--- config.mk ---
export PLATFORM = sky130hd
export DESIGN_NAME = pse_event_alert_logic
export DESIGN_NICKNAME = d
export VERILOG_FILES = /design/src/logic/pse_alert_pkg.sv /design/src/logic/flag_rise_detect.sv /design/src/logic/power_change_events.sv /design/src/logic/pse_event_alert_logic.sv
export SDC_FILE = /design/constraint.sdc
export NUM_CORES = 1
export LEC_CHECK = 0
export ABC_AREA = 1
export BUFFER_PORTS_ARGS = -buffer_cell sky130_fd_sc_hd__buf_2
export CAP_MARGIN = 10
export CORE_ASPECT_RATIO = 1.4
export CORE_UTILIZATION = 54
export CTS_CLUSTER_SIZE = 20
export DETAILED_ROUTE_END_ITERATION = 10
export PLACE_DENSITY = 0.75
export SLEW_MARGIN = 20
export SYNTH_ARGS = -nofsm -noshare
export SYNTH_HDL_FRONTEND = slang
export SYNTH_SLANG_ARGS = --single-unit
--- constraint.sdc ---
create_clock -name sys_clk_in -period 1.16 [get_ports sys_clk_in]
set_input_delay 0.116 -clock sys_clk_in [delete_from_list [all_inputs] [get_ports sys_clk_in]]
set_output_delay 0.116 -clock sys_clk_in [all_outputs]
set_load 0.01 [all_outputs]
--- src/logic/pse_alert_pkg.sv ---
// Command codes, field positions and reset values of the alert logic
package pse_alert_pkg;
   // Command codes of the register port
   localparam logic [7:0] CMD_SUMMARY = 8'h00;
   localparam logic [7:0] CMD_MASK = 8'h01;
   localparam logic [7:0] CMD_PWR_EVT = 8'h02;
   localparam logic [7:0] CMD_PWR_EVT_CLR = 8'h03;
   localparam logic [7:0] CMD_DET_EVT = 8'h04;
   localparam logic [7:0] CMD_DET_EVT_CLR = 8'h05;
   localparam logic [7:0] CMD_FLT_EVT = 8'h06;
   localparam logic [7:0] CMD_FLT_EVT_CLR = 8'h07;
   localparam logic [7:0] CMD_STI_EVT = 8'h08;
   localparam logic [7:0] CMD_STI_EVT_CLR = 8'h09;
   // Reset values and unmapped read data
   localparam logic [7:0] SUMMARY_RST = 8'h80;
   localparam logic [7:0] MASK_RST = 8'h80;
   localparam logic [7:0] PWR_EVT_RST = 8'h00;
   localparam logic [7:0] RDATA_UNMAPPED = 8'h00;
   // Summary and mask bit positions
   localparam int BIT_SUPPLY = 7;
   localparam int BIT_START = 6;
   localparam int BIT_OVERCUR = 5;
   localparam int BIT_CLASS = 4;
   localparam int BIT_DETECT = 3;
   localparam int BIT_DISCON = 2;
   localparam int BIT_PGOOD = 1;
   localparam int BIT_PENABLE = 0;
   // Power change register fields
   localparam int NUM_CH = 4;
   localparam int PG_LSB = 4;
   localparam int PE_LSB = 0;
   // Layout of the watched event flag vector
   localparam int DET_BASE = 0;
   localparam int FLT_BASE = 8;
   localparam int STI_BASE = 16;
   localparam int PAIR_BASE = 24;
   localparam int EVT_W = 26;
endpackage

--- src/logic/flag_rise_detect.sv ---
// Registered rising-edge detector for a vector of event flags
`timescale 1ns/1ps
`default_nettype none
module flag_rise_detect #(
   parameter int W = 26
) (
   input wire logic sys_clk_in,
   input wire logic rstn_in,
   input wire logic [W-1:0] flags_in,
   output logic [W-1:0] rise_out
);
   logic [W-1:0] prev_reg;

   if (W < 1) begin : g_chk
      $error("flag_rise_detect needs W of at least 1");
   end

   // Remember the flags and mark bits that went high
   always_ff @(posedge sys_clk_in or negedge rstn_in) begin
      if (!rstn_in) begin
         prev_reg <= '0;
         rise_out <= '0;
      end else begin
         prev_reg <= flags_in;
         rise_out <= flags_in & ~prev_reg;
      end
   end
endmodule
`default_nettype wire

--- src/logic/power_change_events.sv ---
// Per-channel power-enable and power-good change flags with clear
`timescale 1ns/1ps
`default_nettype none
module power_change_events #(
   parameter int CH = 4
) (
   input wire logic sys_clk_in,
   input wire logic rstn_in,
   input wire logic [CH-1:0] power_enable_in,
   input wire logic [CH-1:0] power_good_in,
   input wire logic [CH/2-1:0] four_pair_in,
   input wire logic [CH/2-1:0] single_sig_in,
   input wire logic clear_in,
   output logic [2*CH-1:0] flags_out,
   output logic pe_set_out,
   output logic pg_set_out
);
   logic [CH-1:0] en_prev_reg;
   logic [CH-1:0] good_prev_reg;
   logic [CH-1:0] pend_reg;
   logic [CH-1:0] pend_next;
   logic [CH-1:0] pg_set;
   logic [CH-1:0] pe_set;

   if (CH < 2 || CH % 2 != 0) begin : g_chk
      $error("power_change_events needs an even channel count");
   end

   // Enable changes are flagged per channel, paired or not
   assign pe_set = power_enable_in ^ en_prev_reg;

   // Good changes of a single-signature pair wait for both channels
   for (genvar p = 0; p < CH/2; p++) begin : g_pair
      logic [1:0] chg;
      logic both;
      assign chg = power_good_in[2*p +: 2] ^ good_prev_reg[2*p +: 2];
      assign both = &(pend_reg[2*p +: 2] | chg);
      // Single-signature pair sets both flags at once, else per channel
      assign pg_set[2*p +: 2] = (four_pair_in[p] && single_sig_in[p]) ?
         (both ? 2'h3 : 2'h0) : chg;
      assign pend_next[2*p +: 2] = (four_pair_in[p] && single_sig_in[p] &&
         !both) ? (pend_reg[2*p +: 2] | chg) : 2'h0;
   end

   // Status history and pending pair changes
   always_ff @(posedge sys_clk_in or negedge rstn_in) begin
      if (!rstn_in) begin
         en_prev_reg <= '0;
         good_prev_reg <= '0;
         pend_reg <= '0;
      end else begin
         en_prev_reg <= power_enable_in;
         good_prev_reg <= power_good_in;
         pend_reg <= pend_next;
      end
   end

   // Set terms reach the summary on the same edge as the flags, so a
   // clearing read can never leave a summary bit without its flag
   assign pe_set_out = |pe_set;
   assign pg_set_out = |pg_set;

   // Flags: a new change wins over a clearing read
   always_ff @(posedge sys_clk_in or negedge rstn_in) begin
      if (!rstn_in) begin
         flags_out <= (2*CH)'(pse_alert_pkg::PWR_EVT_RST);
      end else begin
         flags_out <= (clear_in ? '0 : flags_out) |
            {pg_set, pe_set};
      end
   end
endmodule
`default_nettype wire

--- src/logic/pse_event_alert_logic.sv ---
// Event summary, alert mask and power change register of the controller
// Contract
// - Read-only eight-bit summary at 00h, active-high category bits.
// - Clearing event reads or reset command clear the matching summary bits.
// - Alert active when summary bit, its mask bit and global enable set.
// - Bit 7 ORs thermal, logic and power supply, memory faults; resets one.
// - Bit 6 ORs the four start-timeout flags.
// - Bit 5 ORs overload, pair overload and current-limit flags.
// - Bit 4 ORs the four classification event flags.
// - Bit 3 ORs the four detection event flags.
// - Bit 2 ORs the four disconnect event flags.
// - Bit 1 ORs the four power-good change flags.
// - Bit 0 ORs the four power-enable change flags.
// - Mask at 01h read/write, same bit positions, resets to 80h.
// - Summary follows events regardless of mask; mask gates only alert.
// - Power change register at 02h plain read, 03h read clears.
// - Clearing read releases alert when no other unmasked cause remains.
// - Power change bits 7-4 good changes, 3-0 enable changes; reset zero.
// - Four-pair ports flag enable changes per channel.
// - Single-signature pairs flag good changes after both channels change.
// - Dual-signature pairs flag each channel independently.
// - Detection and class flags readable without clearing at 04h.
// - Disconnect and overload flags readable without clearing at 06h.
// - Current-limit and start-timeout flags read without clearing at 08h.
`timescale 1ns/1ps
`default_nettype none
module pse_event_alert_logic (
   input wire logic sys_clk_in,
   input wire logic rstn_in,
   input wire logic reg_rd_in,
   input wire logic reg_wr_in,
   input wire logic [7:0] reg_cmd_in,
   input wire logic [7:0] reg_wdata_in,
   output logic [7:0] reg_rdata_out,
   input wire logic global_alert_enable_in,
   input wire logic summary_clear_in,
   input wire logic thermal_shutdown_in,
   input wire logic logic_supply_undervoltage_in,
   input wire logic logic_supply_warning_in,
   input wire logic power_supply_undervoltage_in,
   input wire logic memory_fault_in,
   input wire logic [7:0] detect_events_in,
   input wire logic [7:0] fault_events_in,
   input wire logic [7:0] start_ilim_events_in,
   input wire logic [1:0] pair_overload_flag_in,
   input wire logic [3:0] chan_power_enable_in,
   input wire logic [3:0] chan_power_good_in,
   input wire logic [1:0] four_pair_in,
   input wire logic [1:0] single_sig_in,
   output logic detect_clear_out,
   output logic fault_clear_out,
   output logic start_ilim_clear_out,
   output logic alert_n_out
);
   logic [7:0] summary_reg;
   logic [7:0] summary_next;
   logic [7:0] mask_reg;
   logic [7:0] sum_set;
   logic [7:0] sum_clr;
   logic [7:0] pwr_flags;
   logic [7:0] rdata_next;
   logic [pse_alert_pkg::EVT_W-1:0] evt_rise;
   logic pe_set;
   logic pg_set;
   logic pwr_clear;
   logic supply_fault;
   logic alert_cond;

   // Rising edges of the other event registers' flags
   flag_rise_detect #(
      .W(pse_alert_pkg::EVT_W)
   ) u_rise (
      .sys_clk_in(sys_clk_in),
      .rstn_in(rstn_in),
      .flags_in({pair_overload_flag_in, start_ilim_events_in,
                 fault_events_in, detect_events_in}),
      .rise_out(evt_rise)
   );

   // Clearing read of the power change register
   assign pwr_clear = reg_rd_in &&
      (reg_cmd_in == pse_alert_pkg::CMD_PWR_EVT_CLR);

   // Power change register
   power_change_events #(
      .CH(pse_alert_pkg::NUM_CH)
   ) u_pwr (
      .sys_clk_in(sys_clk_in),
      .rstn_in(rstn_in),
      .power_enable_in(chan_power_enable_in),
      .power_good_in(chan_power_good_in),
      .four_pair_in(four_pair_in),
      .single_sig_in(single_sig_in),
      .clear_in(pwr_clear),
      .flags_out(pwr_flags),
      .pe_set_out(pe_set),
      .pg_set_out(pg_set)
   );

   assign supply_fault = thermal_shutdown_in | logic_supply_undervoltage_in |
      logic_supply_warning_in | power_supply_undervoltage_in |
      memory_fault_in;

   // Category set terms, independent of the mask
   always_comb begin
      sum_set = 8'h00;
      sum_set[pse_alert_pkg::BIT_SUPPLY] = supply_fault;
      sum_set[pse_alert_pkg::BIT_START] =
         |evt_rise[pse_alert_pkg::STI_BASE +: 4];
      sum_set[pse_alert_pkg::BIT_OVERCUR] =
         |evt_rise[pse_alert_pkg::FLT_BASE +: 4] |
         |evt_rise[pse_alert_pkg::PAIR_BASE +: 2] |
         |evt_rise[pse_alert_pkg::STI_BASE + 4 +: 4];
      sum_set[pse_alert_pkg::BIT_CLASS] =
         |evt_rise[pse_alert_pkg::DET_BASE + 4 +: 4];
      sum_set[pse_alert_pkg::BIT_DETECT] =
         |evt_rise[pse_alert_pkg::DET_BASE +: 4];
      sum_set[pse_alert_pkg::BIT_DISCON] =
         |evt_rise[pse_alert_pkg::FLT_BASE + 4 +: 4];
      sum_set[pse_alert_pkg::BIT_PGOOD] = pg_set;
      sum_set[pse_alert_pkg::BIT_PENABLE] = pe_set;
   end

   // Category clear terms from clearing reads and the reset command
   always_comb begin
      sum_clr = 8'h00;
      if (summary_clear_in) begin
         sum_clr = 8'hFF;
      end else if (reg_rd_in) begin
         if (reg_cmd_in == pse_alert_pkg::CMD_PWR_EVT_CLR) begin
            sum_clr[pse_alert_pkg::BIT_PGOOD] = 1'b1;
            sum_clr[pse_alert_pkg::BIT_PENABLE] = 1'b1;
         end else if (reg_cmd_in == pse_alert_pkg::CMD_DET_EVT_CLR) begin
            sum_clr[pse_alert_pkg::BIT_CLASS] = 1'b1;
            sum_clr[pse_alert_pkg::BIT_DETECT] = 1'b1;
         end else if (reg_cmd_in == pse_alert_pkg::CMD_FLT_EVT_CLR) begin
            sum_clr[pse_alert_pkg::BIT_DISCON] = 1'b1;
            sum_clr[pse_alert_pkg::BIT_OVERCUR] = 1'b1;
         end else if (reg_cmd_in == pse_alert_pkg::CMD_STI_EVT_CLR) begin
            sum_clr[pse_alert_pkg::BIT_START] = 1'b1;
            sum_clr[pse_alert_pkg::BIT_OVERCUR] = 1'b1;
         end
      end
   end

   // A set in the same cycle wins over a clear
   assign summary_next = (summary_reg & ~sum_clr) | sum_set;

   // Summary register
   always_ff @(posedge sys_clk_in or negedge rstn_in) begin
      if (!rstn_in) begin
         summary_reg <= pse_alert_pkg::SUMMARY_RST;
      end else begin
         summary_reg <= summary_next;
      end
   end

   // Mask register, written by the host
   always_ff @(posedge sys_clk_in or negedge rstn_in) begin
      if (!rstn_in) begin
         mask_reg <= pse_alert_pkg::MASK_RST;
      end else if (reg_wr_in &&
                   reg_cmd_in == pse_alert_pkg::CMD_MASK) begin
         mask_reg <= reg_wdata_in;
      end
   end

   // Read data selection by command code
   always_comb begin
      if (reg_cmd_in == pse_alert_pkg::CMD_SUMMARY) begin
         rdata_next = summary_reg;
      end else if (reg_cmd_in == pse_alert_pkg::CMD_MASK) begin
         rdata_next = mask_reg;
      end else if (reg_cmd_in == pse_alert_pkg::CMD_PWR_EVT ||
                   reg_cmd_in == pse_alert_pkg::CMD_PWR_EVT_CLR) begin
         rdata_next = pwr_flags;
      end else if (reg_cmd_in == pse_alert_pkg::CMD_DET_EVT ||
                   reg_cmd_in == pse_alert_pkg::CMD_DET_EVT_CLR) begin
         rdata_next = detect_events_in;
      end else if (reg_cmd_in == pse_alert_pkg::CMD_FLT_EVT ||
                   reg_cmd_in == pse_alert_pkg::CMD_FLT_EVT_CLR) begin
         rdata_next = fault_events_in;
      end else if (reg_cmd_in == pse_alert_pkg::CMD_STI_EVT ||
                   reg_cmd_in == pse_alert_pkg::CMD_STI_EVT_CLR) begin
         rdata_next = start_ilim_events_in;
      end else begin
         rdata_next = pse_alert_pkg::RDATA_UNMAPPED;
      end
   end

   // Read data holds until the next read
   always_ff @(posedge sys_clk_in or negedge rstn_in) begin
      if (!rstn_in) begin
         reg_rdata_out <= pse_alert_pkg::RDATA_UNMAPPED;
      end else if (reg_rd_in) begin
         reg_rdata_out <= rdata_next;
      end
   end

   // Clear pulses to the external event registers
   always_ff @(posedge sys_clk_in or negedge rstn_in) begin
      if (!rstn_in) begin
         detect_clear_out <= 1'b0;
         fault_clear_out <= 1'b0;
         start_ilim_clear_out <= 1'b0;
      end else begin
         detect_clear_out <= reg_rd_in &&
            reg_cmd_in == pse_alert_pkg::CMD_DET_EVT_CLR;
         fault_clear_out <= reg_rd_in &&
            reg_cmd_in == pse_alert_pkg::CMD_FLT_EVT_CLR;
         start_ilim_clear_out <= reg_rd_in &&
            reg_cmd_in == pse_alert_pkg::CMD_STI_EVT_CLR;
      end
   end

   // Alert gating; the mask never touches the stored summary
   assign alert_cond = global_alert_enable_in &&
      |(summary_reg & mask_reg);

   // Active-low alert, released once no unmasked cause remains
   always_ff @(posedge sys_clk_in or negedge rstn_in) begin
      if (!rstn_in) begin
         alert_n_out <= 1'b1;
      end else begin
         alert_n_out <= !alert_cond;
      end
   end

   // Checks
   property p_alert_low;
      @(posedge sys_clk_in) disable iff (!rstn_in)
      global_alert_enable_in && (summary_reg & mask_reg) != 8'h00
         |=> !alert_n_out;
   endproperty
   a_alert_low: assert property (p_alert_low)
      else $error("alert not driven low for an unmasked cause");

   property p_alert_release;
      @(posedge sys_clk_in) disable iff (!rstn_in)
      (!global_alert_enable_in || (summary_reg & mask_reg) == 8'h00)
         |=> alert_n_out;
   endproperty
   a_alert_release: assert property (p_alert_release)
      else $error("alert held without an unmasked cause");

   property p_plain_read;
      @(posedge sys_clk_in) disable iff (!rstn_in)
      reg_rd_in && reg_cmd_in == pse_alert_pkg::CMD_PWR_EVT &&
         !pe_set && !pg_set |=> $stable(pwr_flags);
   endproperty
   a_plain_read: assert property (p_plain_read)
      else $error("plain read changed power change flags");

   property p_clear_read;
      @(posedge sys_clk_in) disable iff (!rstn_in)
      pwr_clear && !pe_set && !pg_set |=> pwr_flags == 8'h00;
   endproperty
   a_clear_read: assert property (p_clear_read)
      else $error("clearing read left power change flags set");

   property p_read_data;
      @(posedge sys_clk_in) disable iff (!rstn_in)
      (reg_rd_in && reg_cmd_in == pse_alert_pkg::CMD_PWR_EVT_CLR)
         |=> reg_rdata_out == $past(pwr_flags);
   endproperty
   a_read_data: assert property (p_read_data)
      else $error("clearing read returned wrong data");

   property p_start_summary;
      @(posedge sys_clk_in) disable iff (!rstn_in)
      $rose(start_ilim_events_in[0]) |-> ##2 summary_reg[6];
   endproperty
   a_start_summary: assert property (p_start_summary)
      else $error("start timeout did not reach the summary");

   property p_summary_clear;
      @(posedge sys_clk_in) disable iff (!rstn_in)
      summary_clear_in && sum_set == 8'h00 |=> summary_reg == 8'h00;
   endproperty
   a_summary_clear: assert property (p_summary_clear)
      else $error("reset command did not clear the summary");

   property p_mask_write;
      @(posedge sys_clk_in) disable iff (!rstn_in)
      reg_wr_in && reg_cmd_in == pse_alert_pkg::CMD_MASK
         |=> mask_reg == $past(reg_wdata_in);
   endproperty
   a_mask_write: assert property (p_mask_write)
      else $error("mask write not stored");

   property p_supply_summary;
      @(posedge sys_clk_in) disable iff (!rstn_in)
      supply_fault |=> summary_reg[7];
   endproperty
   a_supply_summary: assert property (p_supply_summary)
      else $error("supply fault not in summary");

   c_alert: cover property (@(posedge sys_clk_in) disable iff (!rstn_in)
      !alert_n_out ##1 pwr_clear ##2 alert_n_out);
   c_pair_good: cover property (@(posedge sys_clk_in) disable iff (!rstn_in)
      four_pair_in[0] && single_sig_in[0] && pwr_flags[5:4] == 2'h0
         ##1 pwr_flags[5:4] == 2'h3);
   c_mask_off: cover property (@(posedge sys_clk_in) disable iff (!rstn_in)
      summary_reg[3] && !mask_reg[3] && alert_n_out);
endmodule
`default_nettype wire

-- Word level (Yosys, flattened, before mapping)
Index checks and enable logic that the tools add are counted.
- equal/unequal tests: 9
- reduce and logical (&&, ||, !) cells: 30
- bitwise operators: 18
- muxes and demuxes: 25
- operator list (cell ; count):
    2-to-1 mux 8 bit ; 7
    == test 8 x 3 -> 1 bit (second input constant) ; 4
    OR reduction 4 bit ; 8
    AND 26 bit ; 1
    NOT 26 bit ; 1
    2-to-1 mux 2 bit ; 10
    AND 8 bit ; 2
    == test 8 x 2 -> 1 bit (second input constant) ; 2
    == test 8 x 4 -> 1 bit (second input constant) ; 2
    OR 8 bit ; 2
    2-to-1 mux 7 bit ; 2
    logical AND 1 bit ; 10
    == test 8 x 1 -> 1 bit (second input constant) ; 1
    logical NOT 8 bit ; 1
    NOT 8 bit ; 1
    OR reduction 8 bit ; 1
    OR 1 bit ; 6
    2-to-1 mux 1 bit ; 5
    2-to-1 mux 5 bit ; 1
    logical OR 1 bit ; 4
    OR 2 bit ; 2
    AND reduction 2 bit ; 2
    bitwise XOR 2 bit ; 2
    bitwise XOR 4 bit ; 1
    2 further kinds ; 4
- flip-flop bits (word level): 100
- input port bits: 65
- logic and storage cells: 95

-- Depth between registers and ports, before layout
Gate-level depths: netlist of run 1.
- word-level depth: 10
- depth in mapped cells: 10
- gate-level depth less buffers: 9

-- Cells and area by module
From an unflattened synthesis of run 1, not the netlist that was laid out.
- cell total of the unflattened synthesis: 430
- area total of the unflattened synthesis: 4121.5 µm²
- by module, submodules not included (module ; cells an instance ; instances ; area an instance (µm²) ; seq. area each (µm²)):
    pse_event_alert_logic ; 234 ; 1 ; 1741.7 ; 704.4
    flag_rise_detect ; 104 ; 1 ; 1561.5 ; 1301.2
    power_change_events ; 92 ; 1 ; 818.3 ; 500.5

-- Least setup slack after synthesis of run 1
No wires, ideal clock.
- path kind: in2reg
- start point: input port reg_cmd_in[5]
- end point: register reg_rdata_out[5]
- library setup time: 0.113 ns
- data required time: 1.047 ns
- arrival time: 1.093 ns
- stages: 10
- path slack: -0.046 ns
- path through: nor2_1 -> nand2_1 -> clkinv_1 -> buf_2 -> nand3_1 -> nand2_1 -> nor2_1 -> nand4_1 -> nand2_1 -> inv_1
- word-level cells in the longest chain between the ends: 8
- elaborated cells between the ends (all ways): 20
- classes of those cells: eq/ne (9); mux (6); reduce/logical (5)
- ends and longest elaborated chain (item ; RTL line ; source):
    start, declared ; pse_event_alert_logic.sv:32 ; input wire logic [7:0] reg_cmd_in,
    == test 8 x 4 -> 1 bit, on equally long branches ; pse_event_alert_logic.sv:183, pse_event_alert_logic.sv:184 ;
    logical OR 1 bit ; pse_event_alert_logic.sv:183 ; end else if (reg_cmd_in == pse_alert_pkg::CMD_STI_EVT ||
    2-to-1 mux 8 bit ; pse_event_alert_logic.sv:183 ;
    2-to-1 mux 8 bit ; pse_event_alert_logic.sv:180 ; end else if (reg_cmd_in == pse_alert_pkg::CMD_FLT_EVT ||
    2-to-1 mux 8 bit ; pse_event_alert_logic.sv:177 ; end else if (reg_cmd_in == pse_alert_pkg::CMD_DET_EVT ||
    2-to-1 mux 8 bit ; pse_event_alert_logic.sv:174 ; end else if (reg_cmd_in == pse_alert_pkg::CMD_PWR_EVT ||
    2-to-1 mux 8 bit ; pse_event_alert_logic.sv:172 ; end else if (reg_cmd_in == pse_alert_pkg::CMD_MASK) begin
    2-to-1 mux 8 bit (*) ; pse_event_alert_logic.sv:170 ; if (reg_cmd_in == pse_alert_pkg::CMD_SUMMARY) begin
    end signal, assigned ; pse_event_alert_logic.sv:194 ; reg_rdata_out <= pse_alert_pkg::RDATA_UNMAPPED;
    end signal, assigned ; pse_event_alert_logic.sv:196 ; reg_rdata_out <= rdata_next;
    end, declared ; pse_event_alert_logic.sv:34 ; output logic [7:0] reg_rdata_out,
Every way passes the cells marked *; elsewhere a longest branch is shown, timed or not.
A chain may end at the register's enable or synchronous reset.

-- Final worst setup path of run 1
- start point: register u_pwr.good_prev_reg[2]
- end point: register summary_reg[1]
- word-level cells in the longest chain between the ends: 7
- ends and longest elaborated chain (item ; RTL line ; source):
    start, declared ; power_change_events.sv:19 ; logic [CH-1:0] good_prev_reg;
    start signal, assigned ; power_change_events.sv:53 ; good_prev_reg <= power_good_in;
    bitwise XOR 2 bit (*) ; power_change_events.sv:36 ; assign chg = power_good_in[2*p +: 2] ^ good_prev_reg[2*p +: 2];
    OR 2 bit ; power_change_events.sv:37 ; assign both = &(pend_reg[2*p +: 2] | chg);
    AND reduction 2 bit ; power_change_events.sv:37 ;
    2-to-1 mux 2 bit ; power_change_events.sv:40 ; (both ? 2'h3 : 2'h0) : chg;
    2-to-1 mux 2 bit (*) ; power_change_events.sv:39 ; assign pg_set[2*p +: 2] = (four_pair_in[p] && single_sig_in[p]) ?
    OR reduction 4 bit (*) ; power_change_events.sv:61 ; assign pg_set_out = |pg_set;
    OR 8 bit (*) ; pse_event_alert_logic.sv:147 ; assign summary_next = (summary_reg & ~sum_clr) | sum_set;
    via summary_next[1] ; pse_event_alert_logic.sv:56 ; logic [7:0] summary_next;
    end signal, assigned ; pse_event_alert_logic.sv:152 ; summary_reg <= pse_alert_pkg::SUMMARY_RST;
    end signal, assigned ; pse_event_alert_logic.sv:154 ; summary_reg <= summary_next;
    end, declared ; pse_event_alert_logic.sv:55 ; logic [7:0] summary_reg;
Mark *: on every way through the listed nets, which the timed path passes. The rest lies on a longest branch.

==> impl_metrics.tcl, run 1 <==
set metrics [dict create \
    crit_buf_inv 0 \
    synth_async_sr_flop_share_pct 100 \
    p_leak_nw 2.73 \
    rsz0062_at_grt "yes" \
    final_hold_viol_count 0 \
    grt_pass1_vias 3176 \
    seq_area_frac_synth_pct 64.7 \
    overflow 0 \
    fin_crit_ns 1.17 \
    final_cell_mix "dfrtp_1, nand2_1, buf_2, inv_1, dlygate4sd3_1" \
    status "finished, violations left" \
    required_ns 1.39 \
    path_class "flop to flop" \
    port_buffers 76 \
    violations "setup timing" \
    synth_edf_count 0 \
    final_antenna_net_count 0 \
    num-nets-final 604 \
    first_pass_iters 4 \
    wl_per_cell_um 14.0 \
    track_usage_pct 26.2 \
    layout-drive-gt1-share_pct 26.5 \
    cts_sinks 100 \
    max-vdd-ir-drop_uv 815 \
    synth_nets 450 \
    num_vias 3201 \
    gp_congestion 0.966 \
    ys_ff_latch 100 \
    avgSynthCellArea_um2 10.1 \
    n_antenna_cell 0 \
    finalCritPeriodShare_pct 101 \
    rows 36 \
    path_cells "xnor2_2, nand2_1, nand2_1, nand2_2, o21ai_0, nand4_1" \
    cpPeakStageDelay_ns 0.41 \
    final_common_cell "dfrtp_1" \
    critPathLaunchType "flop" \
    synthCells 385 \
    drt_iter0_drc 171 \
    area_growth_pct 36.2 \
    max_freq_ghz 0.857 \
    fin_util_pct 76.1 \
    power.density_mw_per_mm2 1270 \
    finalSetupViolations 3 \
    multi_input_area_mm2 0.00118 \
    clk_latency_ns 0.35 \
    clock-root-buffer "clkbuf_8" \
    dpl.hpwl_mm 6.34 \
    tightestPinTransition_ns 0.438 \
    die_h_um 102 \
    slowest_stage "dfrtp_1" \
    arrival_ns 1.39 \
    place_inst 573 \
    timing.final.ws_setup_ns -0.00661 \
    drv_slew 0 \
    crit_fanout 4 \
    path_delay_family "flip-flops" \
    crit_top_cell "nand2_1" \
    clk_path_buf_depth 2 \
    num-fill-cells 492 \
    cts_tree "done" \
    numCtsBuffers 9 \
    tns_ns -0.0113 \
    core-area_mm2 0.00694 \
    start_util_pct 55.9 \
    drc 0 \
    io-pin-count 77 \
    slew_headroom_pct 70.5 \
    seqCellArea_mm2 0.00251 \
    clock-skew-final_ns 0.00802 \
    syn_area_mm2 0.00388 \
    end_kind "flop" \
    grt_pass1_wl_mm 14.2 \
    dieWidth_um 73.6 \
    ys.flop_type "dfrtp_1" \
    hp-class "primary input to flop" \
    grt_antenna_before_repair 0 \
    fin_cells 639 \
    h-tree-depth 3 \
    routed_wl_mm 8.92 \
    yosys_warnings 0 \
    vias_per_cell 5.01 \
    cap_violations 0 \
    synth.distinct_cells 24 \
    die_area_mm2 0.00753 \
    grt_max_degree 62 \
    cts.clk_slew.worst_paths_ns 0.09 \
]
[path summary, 6_finish.rpt]
path	start	to	slack (ns)	cells past startpoint
min in group asynchronous	rstn_in	u_rise.rise_out[22]	0.27	3
min reg2reg	u_rise.prev_reg[16]	u_rise.rise_out[16]	0.39	1
min	reg_rd_in	reg_rdata_out[4]	0.1	4
max reg2reg	u_pwr.good_prev_reg[2]	summary_reg[1]	-0.007	6
max in group asynchronous	rstn_in	mask_reg[7]	0.53	3
max	u_pwr.good_prev_reg[2]	summary_reg[1]	-0.007	6
[final cells by class]
cell class / instances / share of cell area [%]
tap: 95 / 2.25
timing repair buffer: 146 / 20.0
multi-input combinational: 226 / 22.5
clock buffer: 11 / 2.68
inverter: 56 / 3.98
clock inverter: 5 / 1.14
sequential: 100 / 47.5
[report_power, final]
part / total [W] / leakage [nW] / switching (W) / internal, W
Combinational: 0.000764 / 1.44 / 0.000393 / 0.000371
Clock: 0.00220 / 0.0999 / 0.00114 / 0.00107
Sequential: 0.00373 / 1.19 / 0.0000776 / 0.00366
Total: 0.00670 / 2.73 / 0.00161 / 0.00509
[cell families (layout without fill, tap and decap cells)]
| family | after synthesis | count (layout) | synth area share [%] |
|---|---|---|---|
| buffers and inverters | 59 | 218 | 5.75 |
| AND/OR/NAND/NOR | 189 | 189 | 22.4 |
| multiplexers | 8 | 8 | 2.32 |
| flip-flops | 100 | 100 | 64.7 |
| XOR/XNOR | 7 | 7 | 1.58 |
| AO/OA/AOI/OAI | 22 | 22 | 3.29 |
[tightest hold or removal path, delay by kind of cell]
kind          cells  cell delay [ns]
buf+inv           2             0.15
simple gates      2             0.14
[stage by stage]
step	hold slack, ns	area [µm²]	total power (W)	worst slack [ns]
2_1_floorplan	-0.180	3880	0.00404	-0.0462
3_3_place_gp	0.112	4540	0.00439	-0.225
3_5_place_dp	0.109	4540	0.00441	-0.287
4_1_cts	0.0804	5250	0.00673	0.00903
5_1_grt	0.0965	5280	0.00697	-0.0709
6_report	0.0964	5280	0.00670	-0.00661
[synthesized netlist by cell type (4+ instances only)]
cell type | count | area, µm²
nand3_1 | 23 | 115
nor3_1 | 10 | 50.1
a21o_1 | 4 | 30.0
nand2_1 | 78 | 293
nor2_1 | 46 | 173
mux2_2 | 8 | 90.1
o21ai_0 | 8 | 40.0
xor2_1 | 4 | 35.0
a21oi_1 | 8 | 40.0
or2_2 | 8 | 50.1
nor4_1 | 7 | 43.8
dfrtp_1 | 97 | 2430
inv_1 | 55 | 206
nand4_1 | 11 | 68.8
[routing by layer]
metal | up-vias | GRT usage (%) | wire [µm]
met5 | - | 0 | 0
met3 | 21 | 5.62 | 345
met1 | 1551 | 29.6 | 3490
met2 | 101 | 46.1 | 4790
li1 | 1528 | - | -
met4 | 0 | 13.2 | 296
[repair_timing]
action                                 CTS  global route
pin swaps                                2             5
hold buffers                            49             0
setup endpoints to repair                4            13
gates cloned                             0             0
gates resized for setup                  2             7
endpoints found under the hold margin  160             0
setup buffers                            0             1
Power figures use the tool's default switching activity.
==> run 2, diff against run 1 <==
==> constraint.sdc (replaced) <==
create_clock -name sys_clk_in -period 1.16 [get_ports sys_clk_in]
set_input_delay 0.058 -clock sys_clk_in [delete_from_list [all_inputs] [get_ports sys_clk_in]]
set_output_delay 0.058 -clock sys_clk_in [all_outputs]
set_load 0.01 [all_outputs]
==> run 2 against run 1 <==
The flow still finishes with violations (setup timing). Flip-flop and latch count stayed put. Sequential power about the same. Wire length grew 4.5%. Global-route usage up 1.9 points. Sequential share of layout area decreased by 0.20 points. First-iteration DRC count down 2.3%. Die area unchanged. Count of clock-buffer cells in the layout shrank 1. Register-to-register slack worse by 0.02 ns. Setup slack worse by 0.017 ns. Cell count did not move. Critical endpoint is now u_pwr.flags_out[7]. Largest power group unchanged. Highest routed layer unchanged.
==> impl_metrics.tcl, run 2 (same netlist as run 1, synthesis figures left out) <==
set metrics [dict create \
    status "finished, violations left" \
    violations "setup timing" \
    timing.final.ws_setup_ns -0.0234 \
    met2_length_mm 5.10 \
    crit_buf_inv 0 \
    overflow 0 \
    track_usage_pct 28.0 \
    slew_headroom_pct 73.0 \
    dieWidth_um 73.6 \
    cts_sinks 100 \
    crit_fanout 4 \
    wl_met1_mm 3.51 \
    slowest_stage "dfrtp_1" \
    crit_top_cell "nand2_1" \
    path_delay_family "flip-flops" \
    h-tree-depth 3 \
    grt_pass1_vias 3361 \
    drv_slew 0 \
    p_leak_nw 2.75 \
    cts.clk_slew.worst_paths_ns 0.09 \
    routed_wl_mm 9.32 \
    multi_input_area_mm2 0.00118 \
    num-fill-cells 518 \
    core-area_mm2 0.00694 \
    cts_tree "done" \
    hp-class "primary input to flop" \
    gp_congestion 0.867 \
    port_buffers 76 \
    n_antenna_cell 0 \
    seqCellArea_mm2 0.00251 \
    numCtsBuffers 9 \
    drc 0 \
    cap_violations 0 \
    place_area_mm2 0.00456 \
    power.density_mw_per_mm2 1300 \
    grt_pass1_wl_mm 15.2 \
    fin_crit_ns 1.18 \
    clk_latency_ns 0.37 \
    final_common_cell "dfrtp_1" \
    num-nets-final 604 \
    required_ns 1.43 \
    start_util_pct 55.9 \
    io-pin-count 77 \
    area_growth_pct 36.7 \
    layout-drive-gt1-share_pct 25.9 \
    rows 36 \
    finalSetupViolations 3 \
    clock-root-buffer "clkbuf_8" \
    max_freq_ghz 0.845 \
    die_h_um 102 \
    fin_hold_ws_ns 0.0543 \
    path_cells "xnor2_2, nand2_1, nand2_1, nand2_2, a22o_1" \
    first_pass_iters 4 \
    clock-skew-final_ns 0.0134 \
    cts_setup_buffers 0 \
    final_cell_mix "dfrtp_1, nand2_1, buf_2, inv_1, dlygate4sd3_1" \
    final_hold_viol_count 0 \
    fin_util_pct 76.4 \
    cpPeakStageDelay_ns 0.41 \
    die_area_mm2 0.00753 \
    drt_iter0_drc 167 \
    vias_per_cell 4.93 \
    final_antenna_net_count 0 \
    routed.top_layer "met4" \
    arrival_ns 1.45 \
    num_vias 3151 \
    path_class "flop to flop" \
    grt_antenna_before_repair 0 \
    met3_length_um 347 \
    wl_per_cell_um 14.6 \
    end_kind "flop" \
    critPathLaunchType "flop" \
    grt_max_degree 30 \
    dpl.hpwl_mm 6.34 \
    finalCritPeriodShare_pct 102 \
    max-vdd-ir-drop_uv 1190 \
    rsz0062_at_grt "yes" \
    finish.instance_area_mm2 0.00530 \
    tightestPinTransition_ns 0.405 \
    power.total_w 0.00690 \
    clk_path_buf_depth 2 \
]
run 2: cell types whose count changed in the layout (fill, tap and decap cells not counted), sizes merged:
cell and delta:
bufinv +1, clkbuf -1
run 2: cell type report:
| cell class | instances | share of cell area [%] |
|---|---|---|
| Sequential cell | 100 | 47.3 |
| Multi-Input combinational cell | 226 | 22.3 |
| Timing Repair Buffer | 146 | 20.2 |
| Inverter | 56 | 3.97 |
| Clock buffer | 10 | 2.41 |
| Tap cell | 95 | 2.24 |
| Clock inverter | 6 | 1.63 |
run 2: report_power, final:
group          total [W]  internal (W)  switching, W
sequential       0.00374       0.00366     0.0000803
clock            0.00240       0.00122       0.00118
combinational   0.000763      0.000370      0.000393
total            0.00690       0.00524       0.00166
run 2: final timing paths:
check                                       start                   to  slack (ns)  cells past startpoint
hold / removal                   summary_clear_in       summary_reg[2]        0.05                      4
max in group asynchronous                 rstn_in     reg_rdata_out[1]        0.43                      3
hold reg to reg               u_rise.prev_reg[10]  u_rise.rise_out[10]        0.38                      1
setup reg to reg           u_pwr.good_prev_reg[3]   u_pwr.flags_out[7]       -0.02                      5
setup / recovery           u_pwr.good_prev_reg[3]   u_pwr.flags_out[7]       -0.02                      5
min in group asynchronous                 rstn_in  u_rise.prev_reg[24]        0.15                      2
run 2: per-layer routing:
metal  vias up  track usage [%]
li1       1526                -
met3        24             5.52
met4         0             18.3
met1      1520             30.0
met2        81             49.5
met5         -                0
run 2: worst min-delay path: stages:
cell     delay [ns]
buf_2          0.08
inv_1          0.09
nand2_1        0.07
o21ai_0        0.08
run 2: what timing repair did:
action	in CTS	in global routing
pin swaps	2	7
endpoints found under the hold margin	152	1
setup endpoints to repair	2	11
resized for setup	2	5
hold buffers	49	1
run 2: metrics by stage:
stage                     cells  setup WS [ns]  TNS, ns
after floorplan             385         0.0118        0
after global placement      574         -0.170    -2.75
after detailed placement    574         -0.218    -4.07
after CTS                   639        0.00552        0
after global routing        639        -0.0750   -0.250
final                       639        -0.0234  -0.0433
